<file path="src/verilog/gsm_regs.vh">
// Register map, field positions and reset values of the gripper safety monitor
`ifndef GSM_REGS_VH
`define GSM_REGS_VH

`define GSM_ADDR_W 5
`define GSM_OFS_CTRL 5'h00
`define GSM_OFS_STATUS 5'h04
`define GSM_OFS_IRQ_STAT 5'h08
`define GSM_OFS_IRQ_EN 5'h0C
`define GSM_OFS_IRQ_CLR 5'h10

`define GSM_CTRL_SOFT_STOP 0
`define GSM_CTRL_RST 1'h0

`define GSM_ST_STATE_LSB 0
`define GSM_ST_STATE_MSB 2
`define GSM_ST_SENS_LSB 4
`define GSM_ST_SENS_MSB 7
`define GSM_ST_POWER 8
`define GSM_ST_ERROR 9
`define GSM_ST_AGREE 10

`define GSM_IRQ_W 4
`define GSM_IRQ_HOLD 0
`define GSM_IRQ_CUTOFF 1
`define GSM_IRQ_PANIC 2
`define GSM_IRQ_RELEASE 3
`define GSM_IRQ_RST 4'h0

`define GSM_SENS_OPEN1 0
`define GSM_SENS_OPEN2 1
`define GSM_SENS_CLOSE1 2
`define GSM_SENS_CLOSE2 3

`define GSM_RESP_OKAY 2'h0
`define GSM_RESP_SLVERR 2'h2

`endif

</file>
<file path="src/verilog/gsm_sync.v">
// Two-stage synchroniser for a group of asynchronous pin inputs
`timescale 1ns/1ps
module gsm_sync #(
  parameter W = 1
) (
  input wire clk_i,
  input wire rst_i,
  input wire ce_i,
  input wire [W-1:0] async_i,
  output reg [W-1:0] sync_o
);
  reg [W-1:0] meta;

  always @(posedge clk_i) begin
    if (rst_i) begin
      meta <= {W{1'b0}};
      sync_o <= {W{1'b0}};
    end else if (ce_i) begin
      meta <= async_i;
      sync_o <= meta;
    end
  end
endmodule

</file>
<file path="src/verilog/gsm_top.v">
// Gripper safety monitor: mode and safe-state logic with AXI4-Lite registers
`timescale 1ns/1ps
`include "gsm_regs.vh"
module gsm_top (
  input wire CLK_I,
  input wire RST_I,
  input wire CE_I,
  input wire RELEASE_I,
  input wire ENABLE_I,
  input wire ESTOP_I,
  input wire CONFIRM_I,
  input wire AGREE_I,
  input wire ACK_I,
  input wire OPEN_CMD_I,
  input wire CLOSE_CMD_I,
  input wire [3:0] SENSOR_I,
  output reg [3:0] SENSOR_O,
  output reg POWER_EN_O,
  output reg OPEN_O,
  output reg CLOSE_O,
  output reg ERROR_O,
  output wire IRQ_O,
  input wire [`GSM_ADDR_W-1:0] S_AXI_AWADDR,
  input wire S_AXI_AWVALID,
  output wire S_AXI_AWREADY,
  input wire [31:0] S_AXI_WDATA,
  input wire [3:0] S_AXI_WSTRB,
  input wire S_AXI_WVALID,
  output wire S_AXI_WREADY,
  output reg [1:0] S_AXI_BRESP,
  output reg S_AXI_BVALID,
  input wire S_AXI_BREADY,
  input wire [`GSM_ADDR_W-1:0] S_AXI_ARADDR,
  input wire S_AXI_ARVALID,
  output wire S_AXI_ARREADY,
  output reg [31:0] S_AXI_RDATA,
  output reg [1:0] S_AXI_RRESP,
  output reg S_AXI_RVALID,
  input wire S_AXI_RREADY
);
  localparam ST_RELEASE = 3'h0;
  localparam ST_HOLD = 3'h1;
  localparam ST_CUTOFF = 3'h2;
  localparam ST_ACKED = 3'h3;
  localparam ST_PANIC = 3'h4;

  // Pin inputs cross into the clock domain first
  wire [7:0] pins_s;
  wire rel_s = pins_s[0];
  wire ena_s = pins_s[1];
  wire estop_s = pins_s[2];
  wire conf_s = pins_s[3];
  wire agree_s = pins_s[4];
  wire ack_s = pins_s[5];
  wire open_s = pins_s[6];
  wire close_s = pins_s[7];
  wire [3:0] sens_s;

  gsm_sync #(.W(8)) u_sync_cmd (
    .clk_i(CLK_I),
    .rst_i(RST_I),
    .ce_i(CE_I),
    .async_i({CLOSE_CMD_I, OPEN_CMD_I, ACK_I, AGREE_I, CONFIRM_I, ESTOP_I, ENABLE_I,
              RELEASE_I}),
    .sync_o(pins_s)
  );

  gsm_sync #(.W(4)) u_sync_sens (
    .clk_i(CLK_I),
    .rst_i(RST_I),
    .ce_i(CE_I),
    .async_i(SENSOR_I),
    .sync_o(sens_s)
  );

  reg [2:0] state;
  reg [2:0] next_state;
  reg [3:0] snap;
  reg ena_d;
  reg conf_d;
  reg ack_d;
  reg agree_seen;
  reg soft_stop;
  reg [`GSM_IRQ_W-1:0] irq_stat;
  reg [`GSM_IRQ_W-1:0] irq_en;

  // Redundant pairs must agree and never report open and closed together
  function plausible;
    input [3:0] s;
    begin
      plausible = (s[`GSM_SENS_OPEN1] == s[`GSM_SENS_OPEN2]) &&
                  (s[`GSM_SENS_CLOSE1] == s[`GSM_SENS_CLOSE2]) &&
                  !(s[`GSM_SENS_OPEN1] && s[`GSM_SENS_CLOSE1]);
    end
  endfunction

  wire ena_rise = ena_s && !ena_d;
  wire conf_rise = conf_s && !conf_d;
  wire ack_rise = ack_s && !ack_d;
  // Release present, no stop request from pin or software
  wire release_ok = rel_s && !estop_s && !soft_stop;
  wire undefined_pos = (sens_s != snap) || !plausible(sens_s);

  always @* begin
    next_state = state;
    case (state)
      ST_RELEASE: begin
        if (!release_ok)
          next_state = ST_HOLD;
      end
      ST_HOLD: begin
        if (undefined_pos)
          next_state = ST_CUTOFF;
        else if ((ena_rise || conf_rise) && release_ok)
          next_state = ST_RELEASE;
      end
      ST_CUTOFF: begin
        // Enable is not looked at here, so it cannot skip the acknowledge
        if (agree_seen && conf_rise)
          next_state = ST_PANIC;
        else if (ack_rise && plausible(sens_s))
          next_state = ST_ACKED;
      end
      ST_ACKED: begin
        if (!plausible(sens_s))
          next_state = ST_CUTOFF;
        else if (ena_rise && release_ok)
          next_state = ST_RELEASE;
      end
      ST_PANIC: begin
        if (!conf_s)
          next_state = ST_CUTOFF;
      end
      default: next_state = ST_CUTOFF;
    endcase
  end

  always @(posedge CLK_I) begin
    if (RST_I) begin
      state <= ST_CUTOFF;
      snap <= 4'h0;
      ena_d <= 1'b0;
      conf_d <= 1'b0;
      ack_d <= 1'b0;
      agree_seen <= 1'b0;
    end else if (CE_I) begin
      state <= next_state;
      ena_d <= ena_s;
      conf_d <= conf_s;
      ack_d <= ack_s;
      // Snapshot taken on entry to monitoring; position is then watched
      if (next_state == ST_HOLD && state != ST_HOLD)
        snap <= sens_s;
      if (state != ST_CUTOFF)
        agree_seen <= 1'b0;
      else if (agree_s)
        agree_seen <= 1'b1;
    end
  end

  // Gripper side outputs
  always @(posedge CLK_I) begin
    if (RST_I) begin
      SENSOR_O <= 4'h0;
      POWER_EN_O <= 1'b0;
      OPEN_O <= 1'b0;
      CLOSE_O <= 1'b0;
      ERROR_O <= 1'b1;
    end else if (CE_I) begin
      SENSOR_O <= sens_s;
      POWER_EN_O <= (next_state == ST_RELEASE) || (next_state == ST_HOLD) ||
                    (next_state == ST_PANIC);
      ERROR_O <= (next_state == ST_CUTOFF) || (next_state == ST_ACKED);
      // Commands are frozen at their last value outside release mode
      if (state == ST_RELEASE && next_state == ST_RELEASE) begin
        OPEN_O <= open_s;
        CLOSE_O <= close_s;
      end
    end
  end

  // Interrupt events: entries into each mode except ST_ACKED
  wire entering = (next_state != state);
  reg [`GSM_IRQ_W-1:0] irq_evt;
  always @* begin
    irq_evt = `GSM_IRQ_RST;
    irq_evt[`GSM_IRQ_HOLD] = entering && (next_state == ST_HOLD);
    irq_evt[`GSM_IRQ_CUTOFF] = entering && (next_state == ST_CUTOFF);
    irq_evt[`GSM_IRQ_PANIC] = entering && (next_state == ST_PANIC);
    irq_evt[`GSM_IRQ_RELEASE] = entering && (next_state == ST_RELEASE);
  end

  assign IRQ_O = |(irq_stat & irq_en);

  // AXI4-Lite slave
  reg aw_full;
  reg [`GSM_ADDR_W-1:0] aw_addr;
  reg w_full;
  reg [31:0] w_data;
  reg [3:0] w_strb;

  assign S_AXI_AWREADY = !aw_full && !S_AXI_BVALID;
  assign S_AXI_WREADY = !w_full && !S_AXI_BVALID;
  assign S_AXI_ARREADY = !S_AXI_RVALID;

  wire do_write = aw_full && w_full && !S_AXI_BVALID;
  wire wr_ctrl = do_write && (aw_addr == `GSM_OFS_CTRL) && w_strb[0];
  wire wr_en = do_write && (aw_addr == `GSM_OFS_IRQ_EN) && w_strb[0];
  wire wr_clr = do_write && (aw_addr == `GSM_OFS_IRQ_CLR) && w_strb[0];

  function known_addr;
    input [`GSM_ADDR_W-1:0] a;
    begin
      known_addr = (a == `GSM_OFS_CTRL) || (a == `GSM_OFS_STATUS) ||
                   (a == `GSM_OFS_IRQ_STAT) || (a == `GSM_OFS_IRQ_EN) ||
                   (a == `GSM_OFS_IRQ_CLR);
    end
  endfunction

  // Low address bits are ignored: every register is one aligned word
  function [`GSM_ADDR_W-1:0] word_of;
    input [`GSM_ADDR_W-1:0] a;
    begin
      word_of = {a[`GSM_ADDR_W-1:2], 2'h0};
    end
  endfunction

  function writable;
    input [`GSM_ADDR_W-1:0] a;
    begin
      writable = known_addr(a) && (a != `GSM_OFS_STATUS) && (a != `GSM_OFS_IRQ_STAT);
    end
  endfunction

  // Clear register is write-only and answers reads with an error
  function readable;
    input [`GSM_ADDR_W-1:0] a;
    begin
      readable = known_addr(a) && (a != `GSM_OFS_IRQ_CLR);
    end
  endfunction

  wire [`GSM_ADDR_W-1:0] ar_word = word_of(S_AXI_ARADDR);

  always @(posedge CLK_I) begin
    if (RST_I) begin
      aw_full <= 1'b0;
      aw_addr <= {`GSM_ADDR_W{1'b0}};
      w_full <= 1'b0;
      w_data <= 32'h0;
      w_strb <= 4'h0;
      S_AXI_BVALID <= 1'b0;
      S_AXI_BRESP <= `GSM_RESP_OKAY;
    end else if (CE_I) begin
      if (S_AXI_AWVALID && S_AXI_AWREADY) begin
        aw_full <= 1'b1;
        aw_addr <= word_of(S_AXI_AWADDR);
      end
      if (S_AXI_WVALID && S_AXI_WREADY) begin
        w_full <= 1'b1;
        w_data <= S_AXI_WDATA;
        w_strb <= S_AXI_WSTRB;
      end
      if (do_write) begin
        aw_full <= 1'b0;
        w_full <= 1'b0;
        S_AXI_BVALID <= 1'b1;
        S_AXI_BRESP <= writable(aw_addr) ? `GSM_RESP_OKAY : `GSM_RESP_SLVERR;
      end else if (S_AXI_BVALID && S_AXI_BREADY) begin
        S_AXI_BVALID <= 1'b0;
      end
    end
  end

  // Software registers; a new event wins over a clear in the same cycle
  always @(posedge CLK_I) begin
    if (RST_I) begin
      soft_stop <= `GSM_CTRL_RST;
      irq_en <= `GSM_IRQ_RST;
      irq_stat <= `GSM_IRQ_RST;
    end else if (CE_I) begin
      if (wr_ctrl)
        soft_stop <= w_data[`GSM_CTRL_SOFT_STOP];
      if (wr_en)
        irq_en <= w_data[`GSM_IRQ_W-1:0];
      irq_stat <= (irq_stat & ~(wr_clr ? w_data[`GSM_IRQ_W-1:0] : `GSM_IRQ_RST)) | irq_evt;
    end
  end

  reg [31:0] rd_mux;
  always @* begin
    rd_mux = 32'h0;
    case (ar_word)
      `GSM_OFS_CTRL: rd_mux[`GSM_CTRL_SOFT_STOP] = soft_stop;
      `GSM_OFS_STATUS: begin
        rd_mux[`GSM_ST_STATE_MSB:`GSM_ST_STATE_LSB] = state;
        rd_mux[`GSM_ST_SENS_MSB:`GSM_ST_SENS_LSB] = sens_s;
        rd_mux[`GSM_ST_POWER] = POWER_EN_O;
        rd_mux[`GSM_ST_ERROR] = ERROR_O;
        rd_mux[`GSM_ST_AGREE] = agree_seen;
      end
      `GSM_OFS_IRQ_STAT: rd_mux[`GSM_IRQ_W-1:0] = irq_stat;
      `GSM_OFS_IRQ_EN: rd_mux[`GSM_IRQ_W-1:0] = irq_en;
      default: rd_mux = 32'h0;
    endcase
  end

  always @(posedge CLK_I) begin
    if (RST_I) begin
      S_AXI_RVALID <= 1'b0;
      S_AXI_RDATA <= 32'h0;
      S_AXI_RRESP <= `GSM_RESP_OKAY;
    end else if (CE_I) begin
      if (S_AXI_ARVALID && S_AXI_ARREADY) begin
        S_AXI_RVALID <= 1'b1;
        S_AXI_RDATA <= rd_mux;
        S_AXI_RRESP <= readable(ar_word) ? `GSM_RESP_OKAY : `GSM_RESP_SLVERR;
      end else if (S_AXI_RVALID && S_AXI_RREADY) begin
        S_AXI_RVALID <= 1'b0;
      end
    end
  end
endmodule

</file>
<file path="config.mk">
export PLATFORM = sky130hd
export DESIGN_NAME = gsm_top
export DESIGN_NICKNAME = d
export VERILOG_FILES = /design/src/verilog/gsm_sync.v /design/src/verilog/gsm_top.v
export VERILOG_INCLUDE_DIRS = /design/src /design/src/verilog
export SDC_FILE = /design/constraint.sdc
export NUM_CORES = 1
export LEC_CHECK = 0
export ABC_AREA = 1
export BUFFER_PORTS_ARGS = -buffer_cell sky130_fd_sc_hd__clkbuf_2
export CAP_MARGIN = 20
export CORE_MARGIN = 2
export CORE_UTILIZATION = 35
export CTS_BUF_LIST = sky130_fd_sc_hd__clkbuf_8
export CTS_CLUSTER_SIZE = 20
export DETAILED_ROUTE_END_ITERATION = 16
export HOLD_SLACK_MARGIN = 0.05
export SLEW_MARGIN = 20
export SYNTH_ARGS = -nofsm -noshare
export SYNTH_HDL_FRONTEND = slang
export SYNTH_SLANG_ARGS = --single-unit
</file>
<file path="constraint.sdc">
create_clock -name CLK_I -period 2.48 [get_ports CLK_I]
set_input_delay 0 -clock CLK_I [delete_from_list [all_inputs] [get_ports CLK_I]]
set_output_delay 0 -clock CLK_I [all_outputs]
set_load 0.1 [all_outputs]
</file>
== Word level (Yosys, flattened, before mapping) ==
Cells that the tools add are included.

* Eq/ne operators: 25
* Mux-type cells: 26
* Bitwise logic cells: 4
* Reductions and logical operators: 83

{| class="wikitable"
|+ Operators with widths
! kind !! number
|-
| $logic_and 1x1->1 || 36
|-
| $reduce_and 2->1 || 13
|-
| $eq 3x2->1 const B || 8
|-
| $mux 3 || 8
|-
| $pmux 3 s5 || 1
|-
| $logic_or 1x1->1 || 13
|-
| $eq 3x1->1 const B || 4
|-
| $eq 3x3->1 const B || 4
|-
| $logic_not 1->1 || 11
|-
| $logic_not 5->1 || 2
|-
| $mux 1 || 10
|-
| $reduce_bool 2->1 || 5
|-
| $and 4x4->4 || 2
|-
| $mux 7 || 1
|-
| $logic_not 3->1 || 2
|-
| $ne 3x1->1 const B || 2
|-
| $ne 3x2->1 const B || 2
|-
| $pmux 2 s3 || 1
|-
| $mux 2 || 2
|-
| $mux 4 || 1
|-
| $ne 4x4->1 || 1
|-
| $not 4->4 || 1
|-
| $or 4x4->4 || 1
|-
| $pmux 1 s4 || 1
|-
| other kinds (5) || 6
|}

* Bits in registers: 79
* Input port bits: 66
* Output and inout bits: 50
* Logic and storage cells: 166

== Longest topological paths before layout ==
Gate-level depths: netlist (run 1).

* Word-level depth: 10
* Gate-level depth with buffers: 12
* Mapped depth without buffers: 12

== By module ==
From an unflattened synthesis (run 1), not the netlist that was laid out.

* Cell total of the unflattened synthesis: 516
* Area total of the unflattened synthesis: 3568.4 um^2

{| class="wikitable"
|+ Modules (own cells, without submodules)
! module !! instances !! cells an instance !! area each (um^2) !! seq. area each (um^2)
|-
| gsm_top || 1 || 364 || 2555.0 || 1061.0
|-
| gsm_sync at u_sync_cmd || 1 || 101 || 670.6 || 320.3
|-
| gsm_sync at u_sync_sens || 1 || 51 || 342.8 || 160.2
|}

== Least setup slack after synthesis (run 1) ==
No wires, ideal clock.

* Path type: register -> register
* Start point: reg S_AXI_BVALID
* End point: reg aw_addr[4]
* Setup time: 125 ps
* Data arrival time: 2784 ps
* Data required time: 2355 ps
* Setup slack: -429 ps
* Cell stages (with the launch flop): 5
* Buffers on the path: 0
* Period minus slack after synthesis: 2909 ps
* Cells stage by stage: dfxtp_1 > nor2_1 > nand3_1 > o21ai_0 > a21oi_1

* Cells in the longest elaborated chain, start to end: 4

{| class="wikitable"
|+ RTL lines
! item !! RTL line !! RTL
|-
| start: declaration || gsm_top.v:31 || <nowiki>output reg S_AXI_BVALID,</nowiki>
|-
| start signal: assignment || gsm_top.v:252 || <nowiki>S_AXI_BVALID <= 1'b0;</nowiki>
|-
| start signal: assignment || gsm_top.v:267 || <nowiki>S_AXI_BVALID <= 1'b1;</nowiki>
|-
| start signal: assignment || gsm_top.v:270 || <nowiki>S_AXI_BVALID <= 1'b0;</nowiki>
|-
| $logic_not 1->1 || gsm_top.v:202 || <nowiki>assign S_AXI_AWREADY = !aw_full && !S_AXI_BVALID;</nowiki>
|-
| $logic_and 1x1->1 || gsm_top.v:202 ||
|-
| net S_AXI_AWREADY || gsm_top.v:25 || <nowiki>output wire S_AXI_AWREADY,</nowiki>
|-
| $logic_and 1x1->1 || gsm_top.v:255 || <nowiki>if (S_AXI_AWVALID && S_AXI_AWREADY) begin</nowiki>
|-
| $reduce_and 2->1 (no source line) || n/a ||
|-
| end signal: assignment || gsm_top.v:248 || <nowiki>aw_addr <= {`GSM_ADDR_W{1'b0}};</nowiki>
|-
| end signal: assignment || gsm_top.v:257 || <nowiki>aw_addr <= word_of(S_AXI_AWADDR);</nowiki>
|-
| end: declaration || gsm_top.v:197 || <nowiki>reg [`GSM_ADDR_W-1:0] aw_addr;</nowiki>
|}

The timed path passes the listed nets, and every way through them passes these cells.
A chain may end at the register's enable or synchronous reset.

== Final worst setup path (run 1) ==
* Start point: reg u_sync_sens.sync_o[0]
* End point: reg irq_stat[2]

* Cells in the longest elaborated chain, start to end: 10
* Elaborated cells between the ends (all ways): 18
* Classes of those cells: 4 x eq/ne; 5 x mux; 1 x bitwise; 8 x reduce/logical

{| class="wikitable"
|+ RTL lines
! item !! RTL line !! RTL
|-
| start: declaration || gsm_sync.v:10 || <nowiki>output reg [W-1:0] sync_o</nowiki>
|-
| start signal: assignment || gsm_sync.v:17 || <nowiki>sync_o <= {W{1'b0}};</nowiki>
|-
| start signal: assignment || gsm_sync.v:20 || <nowiki>sync_o <= meta;</nowiki>
|-
| $eq 1x1->1 / $logic_and 1x1->1 (equally long branches) || gsm_top.v:91, gsm_top.v:93 ||
|-
| $logic_and 1x1->1 / $logic_not 1->1 (equally long branches) || gsm_top.v:91, gsm_top.v:93 ||
|-
| $logic_and 1x1->1 || gsm_top.v:91 || <nowiki>plausible = (s[`GSM_SENS_OPEN1] == s[`GSM_SENS_OPEN2]) &&</nowiki>
|-
| $logic_and 1x1->1 / $logic_not 1->1 (equally long branches) || n/a ||
|-
| $mux 3 / $logic_or 1x1->1 (equally long branches) || gsm_top.v:121, gsm_top.v:102 ||
|-
| $mux 3, on equally long branches || gsm_top.v:119, gsm_top.v:112 ||
|-
| $pmux 3 s5 * || gsm_top.v:106 || <nowiki>case (state)</nowiki>
|-
| $ne 3x3->1 / $eq 3x3->1 (equally long branches) || gsm_top.v:183, gsm_top.v:189 ||
|-
| $logic_and 1x1->1 * || gsm_top.v:189 || <nowiki>irq_evt[`GSM_IRQ_PANIC] = entering && (next_state == ST_PANIC);</nowiki>
|-
| $or 4x4->4 * || gsm_top.v:286 || <nowiki>irq_stat <= (irq_stat & ~(wr_clr ? w_data[`GSM_IRQ_W-1:0] : `GSM_IRQ_RST)) | irq_evt;</nowiki>
|-
| end signal: assignment || gsm_top.v:280 || <nowiki>irq_stat <= `GSM_IRQ_RST;</nowiki>
|-
| end signal: assignment || gsm_top.v:286 ||
|-
| end: declaration || gsm_top.v:84 || <nowiki>reg [`GSM_IRQ_W-1:0] irq_stat;</nowiki>
|}

Mark *: on every way between the ends. The rest lies on a longest branch, timed or not.

==> results of run 1 <==
cell type report:
| type | count | area (um2) |
|---|---|---|
| Sequential cell | 77 | 1543 |
| Timing Repair Buffer | 86 | 575.6 |
| Multi-Input combinational cell | 311 | 1518 |
| Tap cell | 129 | 161.4 |
| Clock buffer | 11 | 151.4 |
| Clock inverter | 3 | 13.76 |
| Inverter | 51 | 195.2 |
| Fill cell | 990 | 5170 |
tightest hold or removal path, delay by kind of cell:
kind / cells / cell delay, ns
AO/OA/AOI/OAI: 1 / 0.04
buffers and inverters: 2 / 0.36
worst paths after layout:
| check | startpoint | cells past startpoint | slack, ns | end |
|---|---|---|---|---|
| setup reg to reg | u_sync_sens.sync_o[0] | 11 | 0.82 | irq_stat[2] |
| hold / removal | RST_I | 3 | 0.11 | CLOSE_O |
| setup / recovery | u_sync_sens.sync_o[0] | 11 | 0.82 | irq_stat[2] |
| hold reg to reg | S_AXI_RDATA[1] | 2 | 0.47 | S_AXI_RDATA[1] |
cell usage after synthesis (3+ instances only):
cell type  instances
a21oi_1           57
a21oi_2            3
buf_4             23
clkbuf_1          15
dfxtp_1           77
inv_1             44
inv_2              6
nand2_1           63
nand3_1           16
nand3_2            3
nand4_1            3
nor2_1            57
nor2_2             3
nor3_1             5
o21ai_0           59
o221ai_1           3
through the flow:
stage          power (mW)  setup slack [ns]  std cells
5_1_grt             2.913            0.6141        668
3_3_place_gp        1.951            0.8803        630
3_5_place_dp        1.958            0.8552        630
4_1_cts             2.811            0.8492        668
2_1_floorplan       1.881           0.02764        479
6_report            2.776            0.8167        668
logic make-up (layout without fill, tap and decap cells):
kind of cell	Yosys count	count (layout)	share of synthesized area [%]
buffers and inverters	91	151	12.62
AO/OA/AOI/OAI	129	129	20.49
other	1	23	0.1103
flip-flops	77	77	45.33
AND/OR/NAND/NOR	159	159	21.45
placed cells by master, fill, tap and decap left out, drive strengths merged:
master | netlist | layout
a211oi | 1 | 1
a21oi | 60 | 60
buf | 25 | 5
clkbuf | 15 | 68
clkinv | 1 | 3
clkinvlp | 0 | 1
conb | 1 | 23
dfxtp | 77 | 77
dlygate4sd3 | 0 | 24
inv | 50 | 50
nand2 | 65 | 65
nand3 | 21 | 21
nand4 | 3 | 3
nor2 | 62 | 62
nor3 | 8 | 8
o211ai | 2 | 2
o21ai | 60 | 60
o21bai | 1 | 1
o221ai | 3 | 3
o22ai | 1 | 1
o31ai | 1 | 1
state kept, by name, indices dropped and copies added (netlist names), 4 cells and up:
name and count:
u_sync_cmd.meta 8, SENSOR_O 4, irq_stat 4, u_sync_cmd.sync_o 8
S_AXI_RDATA 11, w_data 4, u_sync_sens.meta 4, irq_en 4
u_sync_sens.sync_o 4, snap 4
layer usage:
layer,GRT usage [%],wire [um],vias to the layer above
met5,0,0,-
met4,4.718,100,0
met3,3.932,371,13
met2,27.65,3619,77
met1,19.33,3740,1372
li1,-,-,1599
report_power, final:
group / internal, mW / switching [mW]
combinational: 0.145 / 0.467
clock: 0.400 / 0.416
sequential: 1.30 / 0.0456
total: 1.85 / 0.929
repair_timing:
item | CTS | global route
hold buffers | 24 | 0
setup buffers | 0 | 0
hold endpoints to repair | 25 | 0
==> results.txt, run 1 <==
run status: finished, final reports clean
root buffer cell: clkbuf_8
max_cap viols: 0
CP cell instances: inv_2 -> nand2_1 -> nand2_1 -> a21oi_2 -> nand3_2 -> nand2_2 -> nand2_1 -> a21oi_1 -> nand3_1 -> nand2_1 -> a21oi_1
DR iter-0 viols: 102
Fin. Hold Viols: 0
mapped cell area: 3401 um2
Top cell by count, worst path: nand2_1
Synth Flop Type: dfxtp_1
max incr delay on CP: 0.45 ns
Setup violations, final: 0
initial antenna violation count: 0
GRT Total Usage: 15.85%
largest net degree at the start of global routing: 39
Fin Hold WS: 0.1130 ns
CP required: 2.70 ns
fin crit share: 67.07%
number of antenna repair diodes: 0
Die Ht: 102.6 um
CTS Sinks: 77
first-pass GRT wire length: 13.31 mm
Worst Hold Class: in2reg
power density cells: 667.7 nW/um2
worst skew pair latency: 0.34 ns
CTS max path bufs: 2
WL final: 7.832 mm
Initial Utilization: 36.46%
setup_tns: 0 ns
cell area after layout: 4158 um2
CTS resizes: 0
Die W: 102.6 um
number of global-route vias before repair: 3006
TritonCTS clock tree: yes
Layout Skew: 0.003993 ns
Post-synth EDFFs: 0
RSZ-0062 raised after global routing: false
nets: 602
worst slew pin tran: 0.5530 ns
Post-DP HPWL: 5.456 mm
Detailed Routing Iterations Pass 1: 4
total CTS buffers: 9
placement-stage cell area: 3752 um2
slowest cell on the critical path: dfxtp_1
worst slew margin relative to its limit: 63.29%
DR vias: 3061
Clock transition at path regs: 0.07 ns
layout cells sized above 1: 19.48%
Cell Rows: 35
drc violations: 0
Top Family by Delay on Critical Path: simple AND/OR/NAND/NOR gates
worst path bufs/invs: 1
H-tree lvl count: 3
synth warn: 0
Unique masters post-synth: 31
fraction of registers with async set/reset: 0%
core area: 9328 um2
register bit total from synthesis: 77
I/O Pins: 116
post-layout minimum cycle time: 1.663 ns
final antenna-violating net count: 0
WS Path Type: reg2reg
top area cells in the synthesized netlist: dfxtp_1 (45%), o21ai_0 (8.7%), a21oi_1 (8.4%), nand2_1 (7.0%), nor2_1 (6.3%)
Layout area overhead: 22.26%
Worst Path Max Fanout: 5
final core occ: 44.57%
Via density: 4.582
port bufs: 57
max-slew violation count: 0
GP Congestion: 0.8506
Post-Syn Instances: 457
Worst Path Arrival: 1.88 ns
post-synth top area share: 45.33%
P_leak: 1.814 nW
die area: 10520 um2
Max VDD drop: 0.3368 mV
WL/cell: 11.72 um
nature of the critical path endpoint: register
Max Clk Rate: 601.2 MHz
total gr overflow: 0
sequential area share after synthesis: 45.33%
leading area contributor after synthesis: dfxtp_1
Mapped Avg Cell Area: 7.441 um2
crit start category: register
Note: power is estimated with default switching activity, not from simulation.
==> inputs of run 2 (changes only) <==
--- a/config.mk
+++ b/config.mk
@@ -6,7 +6,7 @@
 export SDC_FILE = /design/constraint.sdc
 export NUM_CORES = 1
 export LEC_CHECK = 0
-export ABC_AREA = 1
+export ABC_AREA = 0
 export BUFFER_PORTS_ARGS = -buffer_cell sky130_fd_sc_hd__clkbuf_2
 export CAP_MARGIN = 20
 export CORE_MARGIN = 2
==> constraint.sdc (replaced) <==
create_clock -name CLK_I -period 1.64 [get_ports CLK_I]
set_input_delay 0 -clock CLK_I [delete_from_list [all_inputs] [get_ports CLK_I]]
set_output_delay 0 -clock CLK_I [all_outputs]
set_load 0.1 [all_outputs]
==> run 2 against run 1 <==
- the flow now finishes with violations (setup timing)
- synthesized cell count down 19%
- utilization increased by 4.4 points
- synthesized area rose by 2.2%
- clock skew increased by 0.0037 ns
- non-clock buffer count is 37 higher
- clock power increased by 70%
- worst setup slack lost 1.1 ns
- largest power group unchanged
==> results.txt, run 2 <==
post-synth top area share: 44.35% (was 45.33%)
setup slack after layout: -0.2761 ns (was 0.8167 ns)
top-count cell post-synth: nor2_1 (was dfxtp_1)
worst slew margin relative to its limit: 58.47% (was 63.29%)
WL final: 7.885 mm (was 7.832 mm)
GP Congestion: 0.8733 (was 0.8506)
largest registers: S_AXI_RDATA x11, u_sync_cmd.meta x8, u_sync_cmd.sync_o x8 (unchanged)
largest net degree at the start of global routing: 43 (was 39)
largest register by flop count: S_AXI_RDATA (unchanged)
most frequent cells in the layout: nor2_1 (76), dfxtp_1 (67), clkbuf_2 (57) (was dfxtp_1 (76), nand2_1 (63), o21ai_0 (59))
fraction of registers with async set/reset: 0% (unchanged)
P_leak: 2.150 nW (was 1.814 nW)
H-tree lvl count: 3 (unchanged)
total gr overflow: 0 (unchanged)
register bit total from synthesis: 77 (unchanged)
worst slew pin tran: 0.6203 ns (was 0.5530 ns)
max_cap viols: 0 (unchanged)
layout cells sized above 1: 33.13% (was 19.48%)
Cell Rows: 36 (was 35)
Detailed Routing Iterations Pass 1: 5 (was 4)
Max Clk Rate: 521.9 MHz (was 601.2 MHz)
Die Ht: 103.7 um (was 102.6 um)
Place WS: -0.3178 ns (was 0.8552 ns)
Post-synth EDFFs: 0 (unchanged)
sequential area share after synthesis: 44.35% (was 45.33%)
failing checks: setup timing
mapped cell area: 3476 um2 (was 3401 um2)
Max VDD drop: 0.4204 mV (was 0.3368 mV)
port bufs: 57 (unchanged)
total CTS buffers: 9 (unchanged)
Layout Skew: 0.007689 ns (was 0.003993 ns)
Initial Utilization: 35.89% (was 36.46%)
GRT Total Usage: 15.10% (was 15.85%)
commonest non-fill, non-tap cell in the layout: nor2_1 (was dfxtp_1)
number of antenna repair diodes: 0 (unchanged)
Post-Syn Instances: 371 (was 457)
TritonCTS clock tree: yes (unchanged)
I/O Pins: 116 (unchanged)
CTS max path bufs: 2 (unchanged)
worst skew pair latency: 0.34 ns (about the same)
number of global-route vias before repair: 2771 (was 3006)
Synth Flop Type: dfxtp_1 (unchanged)
first-pass GRT wire length: 13.28 mm (was 13.31 mm)
CP cell instances: or3b_4 -> and3b_1 -> a21o_1 -> or4b_4 -> mux2i_1 -> nor2_1 (was inv_2 -> nand2_1 -> nand2_1 -> a21oi_2 -> nand3_2 -> nand2_2 -> nand2_1 -> a21oi_1 -> nand3_1 -> nand2_1 -> a21oi_1)
nature of the critical path endpoint: register (unchanged)
leading area contributor after synthesis: dfxtp_1 (unchanged)
Unique masters post-synth: 51 (was 31)
final antenna-violating net count: 0 (unchanged)
max incr delay on CP: 0.51 ns (was 0.45 ns)
die area: 10740 um2 (was 10520 um2)
crit start category: register (unchanged)
WS Path Type: reg2reg (unchanged)
initial antenna violation count: 0 (unchanged)
Post-DP HPWL: 5.648 mm (was 5.456 mm)
CP required: 1.86 ns (was 2.70 ns)
run status: finished with violations (was finished, final reports clean)
Via density: 4.600 (was 4.582)
Die W: 103.7 um (was 102.6 um)
dpl cells: 575 (was 630)
Clock transition at path regs: 0.08 ns (was 0.07 ns)
slowest cell on the critical path: or4b_4 (was dfxtp_1)
drc violations: 0 (unchanged)
root buffer cell: clkbuf_8 (unchanged)
max-slew violation count: 0 (unchanged)
Layout area overhead: 36.47% (was 22.26%)
Fin Hold WS: 0.07942 ns (was 0.1130 ns)
DR iter-0 viols: 141 (was 102)
Largest register FFs: 11 (unchanged)
DR vias: 2861 (was 3061)
Worst Path Arrival: 2.14 ns (was 1.88 ns)
non-filler cells, final: 622 (was 668)
top area cells in the synthesized netlist: dfxtp_1 (44%), mux2i_1 (15%), nor2_1 (8.6%), buf_4 (5.0%), a22oi_1 (2.6%) (was dfxtp_1 (45%), o21ai_0 (8.7%), a21oi_1 (8.4%), nand2_1 (7.0%), nor2_1 (6.3%))
Setup violations, final: 13 (was 0)
Worst Hold Class: in2reg (unchanged)
RSZ-0062 raised after global routing: true (was false)
core area: 9684 um2 (was 9328 um2)
power density cells: 887.4 nW/um2 (was 667.7 nW/um2)
synth warn: 0 (unchanged)
Mapped Avg Cell Area: 9.369 um2 (was 7.441 um2)
Worst Path Max Fanout: 3 (was 5)
nets: 550 (was 602)
fin crit share: 116.8% (was 67.07%)
synth cell count leaders: nor2_1 (80), dfxtp_1 (77), mux2i_1 (53), buf_4 (23) (was dfxtp_1 (77), nand2_1 (63), o21ai_0 (59), a21oi_1 (57), nor2_1 (57))
Fin. Hold Viols: 0 (unchanged)
WL/cell: 12.68 um (was 11.72 um)
setup_tns: -2.662 ns (was 0 ns)
CTS Sinks: 77 (unchanged)
post-layout minimum cycle time: 1.916 ns (was 1.663 ns)
final core occ: 48.98% (was 44.57%)
[run 2: area by class of cell]
class	count	area [um2]
Sequential cell	77	1564
Multi-Input combinational cell	269	1938
Inverter	4	18.77
Clock inverter	6	53.80
Clock buffer	10	137.6
Timing Repair Buffer	123	864.6
Tap cell	133	166.4
Fill cell	918	4941
[run 2: path summary, 6_finish.rpt]
path / cells past startpoint / end / slack [ns] / start
setup reg to reg: 6 / OPEN_O / -0.28 / soft_stop
hold reg to reg: 2 / u_sync_cmd.sync_o[0] / 0.48 / u_sync_cmd.sync_o[0]
hold / removal: 3 / u_sync_cmd.meta[7] / 0.08 / CE_I
setup / recovery: 6 / OPEN_O / -0.28 / soft_stop
[run 2: kinds of logic (layout without fill, tap and decap cells)]
group,Yosys count,after routing,synth area share [%]
buf+inv,47,143,7.883
other cells,1,23,0.1079
mux,55,55,16.23
flops,77,77,44.35
simple gates,142,142,20.63
compound gates,44,44,9.539
xor+xnor,5,5,1.260
[run 2: critical path, delay by kind of cell (launching register included)]
| kind | cells | cell delay, ns |
|---|---|---|
| and+or+nand+nor | 4 | 1.12 |
| DFF | 1 | 0.33 |
| AOI/OAI and AO/OA | 1 | 0.17 |
| muxes | 1 | 0.17 |
[run 2: where the power goes]
group | leakage [nW] | switching (mW) | internal (mW) | total (mW)
clock network | 0.109 | 0.664 | 0.730 | 1.39
logic | 1.41 | 0.571 | 0.273 | 0.844
registers | 0.632 | 0.0469 | 1.92 | 1.97
[run 2: layer usage]
layer | vias to the layer above | track usage [%] | share of wire [%]
li1 | 1459 | - | -
met1 | 1319 | 19.45 | 48
met2 | 71 | 24.46 | 46
met3 | 12 | 3.524 | 4.0
met4 | 0 | 6.081 | 1.8
met5 | - | 0 | 0
[run 2: through the flow]
| stage | power (mW) | instance area [um2] |
|---|---|---|
| after floorplan | 2.653 | 3691 |
| after global placement | 2.763 | 4135 |
| after detailed placement | 2.774 | 4135 |
| after CTS | 4.221 | 4644 |
| after global routing | 4.391 | 4743 |
| final | 4.209 | 4743 |
[run 2: repair_timing]
action | 4_1_cts | 5_1_grt
setup endpoints to repair | 13 | 14
hold buffers | 23 | 1
buffers inserted | 4 | 3
pin swaps | 7 | 7
hold endpoints to repair | 23 | 1
gates resized for setup | 13 | 18
